==> src/rtl/sdrep_pkg.sv <==
// Package with register indices, field positions, reset values and drop reason codes.
`default_nettype none
package sdrep_pkg;
  localparam int SDREP_ADDR_W = 16;
  localparam int SDREP_DATA_W = 32;
  localparam logic [15:0] SDREP_IDX_P2_DROP_CNT = 16'h1c18;
  localparam logic [15:0] SDREP_IDX_INT_MASK = 16'h1c20;
  localparam logic [15:0] SDREP_IDX_INT_PEND = 16'h1c21;
  localparam logic [31:0] SDREP_CNT_RESET = 32'h00000000;
  localparam logic [31:0] SDREP_CNT_MAX = 32'hffffffff;
  localparam logic SDREP_MASK_RESET = 1'h1;
  localparam int SDREP_MASK_BIT = 0;
  localparam int SDREP_A_VALID_BIT = 0;
  localparam int SDREP_A_PORT_LSB = 1;
  localparam int SDREP_A_REASON_LSB = 3;
  localparam int SDREP_B_PEND_BIT = 7;
  localparam int SDREP_B_PORT_LSB = 8;
  localparam int SDREP_B_REASON_LSB = 10;
  localparam logic [1:0] SDREP_PORT_0 = 2'h0;
  localparam logic [1:0] SDREP_PORT_1 = 2'h1;
  localparam logic [1:0] SDREP_PORT_2 = 2'h2;
  localparam logic [1:0] SDREP_PORT_RSVD = 2'h3;
  localparam logic [3:0] SDREP_RSN_BCAST_LEVEL = 4'h0;
  localparam logic [3:0] SDREP_RSN_RED = 4'h1;
  localparam logic [3:0] SDREP_RSN_NO_BUF = 4'h2;
  localparam logic [3:0] SDREP_RSN_NO_DESC = 4'h3;
  localparam logic [3:0] SDREP_RSN_NO_DEST = 4'h4;
  localparam logic [3:0] SDREP_RSN_RX_ERR = 4'h5;
  localparam logic [3:0] SDREP_RSN_DROP_LEVEL = 4'h6;
  localparam logic [3:0] SDREP_RSN_YELLOW = 4'h9;
endpackage
`default_nettype wire

==> src/rtl/sdrep_drop_report.sv <==
// Drop event reporting: port 2 ingress drop counter, interrupt mask and double-buffered pending record.
//
// Function
// RQ1: The counter advances once per port 2 packet dropped by ingress rate limiting, red or random yellow.
// RQ2: The counter stops at all ones instead of wrapping.
// RQ3: Reading the counter returns its value and clears it, and it reads zero after reset.
// RQ4: Mask bit 0 blocks all drop interrupts when one, passes them when zero, and resets to one.
// RQ5: The mask affects only the interrupt output, never capture of the pending fields.
// RQ6: The pending register holds two independent drop records, set A and set B; here set B fills only while set A is held, and one read clears both.
// RQ7: Bit 0 flags set A valid, meaning bits 6 to 1 hold a captured drop.
// RQ8: Bits 6 to 3 hold the set A reason with the same encoding as set B.
// RQ9: Bits 2 to 1 hold the set A source port, 00 port 0, 01 port 1, 10 port 2, 11 reserved.
// RQ10: Bit 7 flags set B pending, meaning bits 13 to 8 hold a captured drop.
// RQ11: Bits 9 to 8 hold the set B source port with the set A port encoding.
// RQ12: Reason 0000 is broadcast level exceeded and 0100 is no valid destination port.
// RQ13: Reason 0001 is a red drop and 1001 is a random yellow drop.
// RQ14: Reason 0010 is no free buffer, 0011 no free descriptor, 0110 buffer drop level exceeded.
// RQ15: Reason 0101 is a receive error on a packet over 64 bytes, and reserved codes are never reported.
// RQ16: A drop fills set A if free, else set B if free, else is lost, and a pending read clears all fields.
// RQ17: The interrupt is high while either record is held and the mask bit is zero.
`default_nettype none
module sdrep_drop_report
  import sdrep_pkg::*;
#(
  parameter int CNT_W = SDREP_DATA_W
) (
  input wire logic clk_sys_i,
  input wire logic resetn_i,
  input wire logic p2_rate_drop_i,
  input wire logic drop_event_i,
  input wire logic [3:0] drop_reason_i,
  input wire logic [1:0] drop_port_i,
  input wire logic reg_rd_i,
  input wire logic reg_wr_i,
  input wire logic [sdrep_pkg::SDREP_ADDR_W-1:0] reg_addr_i,
  input wire logic [sdrep_pkg::SDREP_DATA_W-1:0] reg_wdata_i,
  output logic [sdrep_pkg::SDREP_DATA_W-1:0] reg_rdata_o,
  output logic drop_irq_o
);
  import sdrep_pkg::*;

  ////////////////////////////////////////////////////////////////////////////
  // Address decode.
  logic sel_cnt;
  logic sel_mask;
  logic sel_pend;
  logic rd_cnt;
  logic rd_pend;
  assign sel_cnt = (reg_addr_i == SDREP_IDX_P2_DROP_CNT);
  assign sel_mask = (reg_addr_i == SDREP_IDX_INT_MASK);
  assign sel_pend = (reg_addr_i == SDREP_IDX_INT_PEND);
  assign rd_cnt = reg_rd_i && sel_cnt;
  assign rd_pend = reg_rd_i && sel_pend;

  ////////////////////////////////////////////////////////////////////////////
  // Port 2 ingress drop counter.
  logic [CNT_W-1:0] drop_cnt;
  logic cnt_full;
  assign cnt_full = (drop_cnt == SDREP_CNT_MAX[CNT_W-1:0]);

  // A drop in the same cycle as the clearing read restarts the count at one, so the event is not lost.
  always_ff @(posedge clk_sys_i or negedge resetn_i) begin
    if (!resetn_i) begin
      drop_cnt <= SDREP_CNT_RESET[CNT_W-1:0]; // RQ3
    end else if (rd_cnt) begin
      drop_cnt <= p2_rate_drop_i ? CNT_W'(1) : SDREP_CNT_RESET[CNT_W-1:0]; // RQ3
    end else if (p2_rate_drop_i && !cnt_full) begin
      drop_cnt <= drop_cnt + CNT_W'(1); // RQ1 RQ2
    end
  end

  ////////////////////////////////////////////////////////////////////////////
  // Interrupt mask.
  logic int_mask;
  always_ff @(posedge clk_sys_i or negedge resetn_i) begin
    if (!resetn_i) begin
      int_mask <= SDREP_MASK_RESET; // RQ4
    end else if (reg_wr_i && sel_mask) begin
      int_mask <= reg_wdata_i[SDREP_MASK_BIT];
    end
  end

  ////////////////////////////////////////////////////////////////////////////
  // Pending records. Capture ignores the mask entirely.
  logic a_valid;
  logic [3:0] a_reason;
  logic [1:0] a_port;
  logic b_pend;
  logic [3:0] b_reason;
  logic [1:0] b_port;
  logic reason_ok;
  logic take_a;
  logic take_b;

  // Reserved reason codes and port 11 are refused so they can never be reported.
  always_comb begin
    case (drop_reason_i)
      SDREP_RSN_BCAST_LEVEL, SDREP_RSN_NO_DEST: reason_ok = 1'b1; // RQ12
      SDREP_RSN_RED, SDREP_RSN_YELLOW: reason_ok = 1'b1; // RQ13
      SDREP_RSN_NO_BUF, SDREP_RSN_NO_DESC, SDREP_RSN_DROP_LEVEL: reason_ok = 1'b1; // RQ14
      SDREP_RSN_RX_ERR: reason_ok = 1'b1; // RQ15
      default: reason_ok = 1'b0; // RQ15
    endcase
  end

  // The read clears first, so a drop in that cycle lands in set A and is not lost.
  assign take_a = drop_event_i && reason_ok && (drop_port_i != SDREP_PORT_RSVD)
                  && (!a_valid || rd_pend); // RQ16 RQ9
  assign take_b = drop_event_i && reason_ok && (drop_port_i != SDREP_PORT_RSVD)
                  && a_valid && !b_pend && !rd_pend; // RQ16

  always_ff @(posedge clk_sys_i or negedge resetn_i) begin
    if (!resetn_i) begin
      a_valid <= 1'b0;
      a_reason <= 4'h0;
      a_port <= 2'h0;
    end else if (take_a) begin
      a_valid <= 1'b1; // RQ7
      a_reason <= drop_reason_i; // RQ8
      a_port <= drop_port_i; // RQ9
    end else if (rd_pend) begin
      a_valid <= 1'b0; // RQ16
      a_reason <= 4'h0;
      a_port <= 2'h0;
    end
  end

  always_ff @(posedge clk_sys_i or negedge resetn_i) begin
    if (!resetn_i) begin
      b_pend <= 1'b0;
      b_reason <= 4'h0;
      b_port <= 2'h0;
    end else if (rd_pend) begin
      b_pend <= 1'b0; // RQ16
      b_reason <= 4'h0;
      b_port <= 2'h0;
    end else if (take_b) begin
      b_pend <= 1'b1; // RQ10 RQ6
      b_reason <= drop_reason_i; // RQ12
      b_port <= drop_port_i; // RQ11
    end
  end

  ////////////////////////////////////////////////////////////////////////////
  // Read data and interrupt.
  logic [SDREP_DATA_W-1:0] pend_word;
  always_comb begin
    pend_word = '0;
    pend_word[SDREP_A_VALID_BIT] = a_valid; // RQ7
    pend_word[SDREP_A_PORT_LSB +: 2] = a_port; // RQ9
    pend_word[SDREP_A_REASON_LSB +: 4] = a_reason; // RQ8
    pend_word[SDREP_B_PEND_BIT] = b_pend; // RQ10
    pend_word[SDREP_B_PORT_LSB +: 2] = b_port; // RQ11
    pend_word[SDREP_B_REASON_LSB +: 4] = b_reason;
  end

  // Read data is registered: it appears the cycle after the read strobe and holds until the next read.
  always_ff @(posedge clk_sys_i or negedge resetn_i) begin
    if (!resetn_i) begin
      reg_rdata_o <= '0;
    end else if (reg_rd_i) begin
      if (sel_cnt) begin
        reg_rdata_o <= SDREP_DATA_W'(drop_cnt); // RQ3
      end else if (sel_mask) begin
        reg_rdata_o <= SDREP_DATA_W'(int_mask);
      end else if (sel_pend) begin
        reg_rdata_o <= pend_word;
      end else begin
        reg_rdata_o <= '0;
      end
    end
  end

  logic next_a_valid;
  logic next_b_pend;
  logic next_mask;
  assign next_a_valid = take_a || (a_valid && !rd_pend);
  assign next_b_pend = take_b || (b_pend && !rd_pend);
  assign next_mask = (reg_wr_i && sel_mask) ? reg_wdata_i[SDREP_MASK_BIT] : int_mask;

  // Built from next-state terms so the registered interrupt tracks the flags without an extra cycle of lag.
  always_ff @(posedge clk_sys_i or negedge resetn_i) begin
    if (!resetn_i) begin
      drop_irq_o <= 1'b0;
    end else begin
      drop_irq_o <= (next_a_valid || next_b_pend) && !next_mask; // RQ17 RQ5 RQ4
    end
  end

  // Reference decode of the drops that the reason and port tables allow, kept apart from the design's own.
  logic chk_listed;
  assign chk_listed = (drop_port_i != SDREP_PORT_RSVD)
                      && (drop_reason_i inside {SDREP_RSN_BCAST_LEVEL, SDREP_RSN_RED, SDREP_RSN_NO_BUF,
                                                SDREP_RSN_NO_DESC, SDREP_RSN_NO_DEST, SDREP_RSN_RX_ERR,
                                                SDREP_RSN_DROP_LEVEL, SDREP_RSN_YELLOW});
endmodule // sdrep_drop_report
`default_nettype wire

==> config.mk <==
export PLATFORM = sky130hd
export DESIGN_NAME = sdrep_drop_report
export DESIGN_NICKNAME = d
export VERILOG_FILES = /design/src/rtl/sdrep_pkg.sv /design/src/rtl/sdrep_drop_report.sv
export SDC_FILE = /design/constraint.sdc
export NUM_CORES = 1
export LEC_CHECK = 0
export BUFFER_PORTS_ARGS = -buffer_cell sky130_fd_sc_hd__buf_2
export CAP_MARGIN = 40
export CORE_MARGIN = 2
export CORE_UTILIZATION = 54
export DETAILED_ROUTE_END_ITERATION = 7
export PLACE_DENSITY_LB_ADDON = 0.2
export SLEW_MARGIN = 30
export SYNTH_ARGS = -nofsm -noshare
export SYNTH_HDL_FRONTEND = slang
export SYNTH_SLANG_ARGS = --single-unit
==> constraint.sdc <==
create_clock -name clk_sys_i -period 2.2 [get_ports clk_sys_i]
set_input_delay 0 -clock clk_sys_i [delete_from_list [all_inputs] [get_ports clk_sys_i]]
set_output_delay 0 -clock clk_sys_i [all_outputs]
set_load 0.02 [all_outputs]
==> run summary <==
DR iter-0 viols = 151
Syn Nets = 469
fmax = 484.8 MHz
global-route wire length before repair = 15190 µm
crit path DAT = 2.35 ns
H-tree Lvls = 3
Area Overhead vs Synth = 21.64%
Post-synth ARST share = 100.0%
flop2flop setup slack = 0.14 ns
WL per Instance = 15.33 µm
R2R Path End = drop_cnt[23]
Inst Count DP = 566
DRC viols = 0
status = completed
clk_lat worst skew = 0.36 ns
Critical Path End Type = register
most common cell after layout, fill and taps aside = dfrtp_1
Worst-path clk slew = 0.08 ns
unrepaired setup endpoints after global routing = no
Req. time, crit path = 2.49 ns
total negative setup slack = 0 ns
Worst-Margin Slew = 0.5266 ns
vias in the first global route = 3272
DR vias = 3381
share of the synthesized area in the top cell type = 50.66%
R2R depth = 5
TritonCTS Buffers = 9
total clock sinks = 80
total wire length = 9104 µm
Rows = 30
final worst path period need = 2.063 ns
clock tree root driver cell = clkbuf_8
initial core utilization = 56.50%
# setup viols final = 0
Seq/Total Area, Yosys = 51.33%
Die Height = 89.01 µm
HPWL after detailed placement = 6405 µm
GPL Wtd Cong = 0.8625
fin cells = 594
crit path launch = drop_cnt[15]
skew final = 0.01079 ns
crit-path max FO = 7
hold violation total from the final report = 0
Post-DRT Antenna Nets = 0
cell area after synthesis = 0.003902 mm²
diodes inserted = 0
crit path capture = drop_cnt[23]
top cells by area, synth = dfrtp_1 51%, a21oi_1 4.4%, nor2_1 4.3%
Post-DP Area = 0.004404 mm²
initial antenna violation count = 0
fin crit share = 93.75%
fillers = 589
Final Total Pwr = 3.190 mW
gr ovfl total = 0
startpoint types = register
CP Class = reg -> reg
Post-Synthesis Cells = 408
largest net degree at the start of global routing = 45
die area = 0.007923 mm²
most frequently used flop master after synthesis = dfrtp_1
worst reg2reg startpoint = drop_cnt[15]
EDFF count, synth = 0
cell area power density = 671.9 mW/mm²
nets@finish = 554
number of buffers added on ports = 61
Pleak = 2.139 nW
die extent in x = 89.01 µm
warning count from the yosys run = 0
commonest non-fill, non-tap cells in the layout = 79 x dfrtp_1, 60 x buf_2, 45 x nor2_1, 34 x a21oi_1, 33 x o21ai_0
Final Cell Area = 0.004747 mm²
DRT Pass-1 Iters = 5
Cell variety after synth = 60
Worst slew margin = 64.40%
Core ar. = 0.006907 mm²
hold slack = 0.07407 ns
io pins = 93
Slew Limit Fails = 0
area leader, netlist = dfrtp_1
vias per inst = 5.692
Synth Register Bits = 80
share of cells above drive strength 1 = 23.69%
Post-Syn Area per Cell = 9.565 µm²
clk buf depth = 2
maximum vdd ir drop = 0.3594 mV
max-cap viol count = 0
Tot GR Track Use = 24.66%
Hold Crit Class = in -> reg
CTS tree = done
-- state kept, by name, summed over array words and instances (netlist names) --
register / cells
drop_cnt: 32
reg_rdata_o: 32
a_reason: 4
b_reason: 4
a_port: 2
b_port: 2
a_valid: 1
b_pend: 1
drop_irq_o: 1
int_mask: 1
-- final cells by class --
type                            instances  area (µm²)  area share (%)
Inverter                               23       86.33           1.819
Clock buffer                           10       137.6           2.899
Clock inverter                          6       92.59           1.950
Sequential cell                        80        2003           42.20
Tap cell                               96       120.1           2.530
Multi-Input combinational cell        286        1724           36.32
Timing Repair Buffer                   93       583.1           12.28
-- synth_stat cells (3+ instances only) --
cell type and n:
dfrtp_1 79, nor2_1 45, a21oi_1 34, o21ai_0 33, nand3_1 31, inv_1 23, nand2_1 21, clkbuf_1 14
a22oi_1 13, or3_1 12, nand4_1 10, xnor2_1 8, mux2i_1 7, a22o_1 6, nor3_1 4, nor4_1 4
and2_1 3, and4_1 3, nand4b_1 3, nor4b_1 3, o2111ai_1 3, xor2_1 3
-- power by group --
part           total [mW]  internal (mW)  switching, mW
Combinational       0.346          0.146          0.200
Clock                1.24          0.673          0.562
Sequential           1.61           1.54         0.0692
Total                3.19           2.36          0.831
-- cells by family (layout without fill, tap and decap cells) --
logic type	after synthesis	after routing	share of synthesized area (%)
AO/OA/AOI/OAI	107	107	17.12
XOR/XNOR	11	11	2.469
adder cells (fa/ha/maj)	1	1	0.3206
buffers and inverters	42	132	4.488
flip-flops	80	80	51.33
multiplexers	8	8	2.084
AND/OR/NAND/NOR	159	159	22.19
-- how the worst min path moves through the flow --
stage	from	endpoint	slack, ns	cells after the start
floorplan	resetn_i	a_port[0]	-0.30	0
global placement	resetn_i	reg_rdata_o[31]	0.005	1
detailed placement	resetn_i	reg_rdata_o[15]	0.02	1
CTS	reg_addr_i[0]	drop_irq_o	0.08	4
global route	reg_addr_i[0]	int_mask	0.13	3
finish	reg_addr_i[0]	drop_irq_o	0.07	4
-- per-layer routing --
layer	part of all wire (%)	vias up	GRT usage (%)	routed length, µm
met3	4.3	18	3.047	392
met2	51	83	42.94	4662
met4	1.9	0	10.85	176
met5	0	-	0	0
li1	-	1656	-	-
met1	43	1624	30.91	3872
-- through the flow --
| step | setup slack (ns) | util (%) |
|---|---|---|
| floorplan | 0.2746 | - |
| global placement | 0.2121 | 63.77 |
| detailed placement | 0.1132 | 63.77 |
| CTS | 0.09580 | 68.41 |
| global route | 0.01621 | 68.73 |
| finish | 0.1375 | 68.73 |
-- what timing repair did --
action	CTS	global route
setup endpoints to repair	0	3
resized for setup	0	0
hold buffers	9	0
buffers inserted	0	3
hold endpoints to repair	54	0
-- worst max-delay path, cell delays in order (launching register included) --
cell      delay [ns]
dfrtp_1         0.43
nand4_1         0.26
nor4_2          0.46
o211ai_2        0.25
or4_1           0.44
a21oi_1         0.15
(Power assumes the default switching activity.)
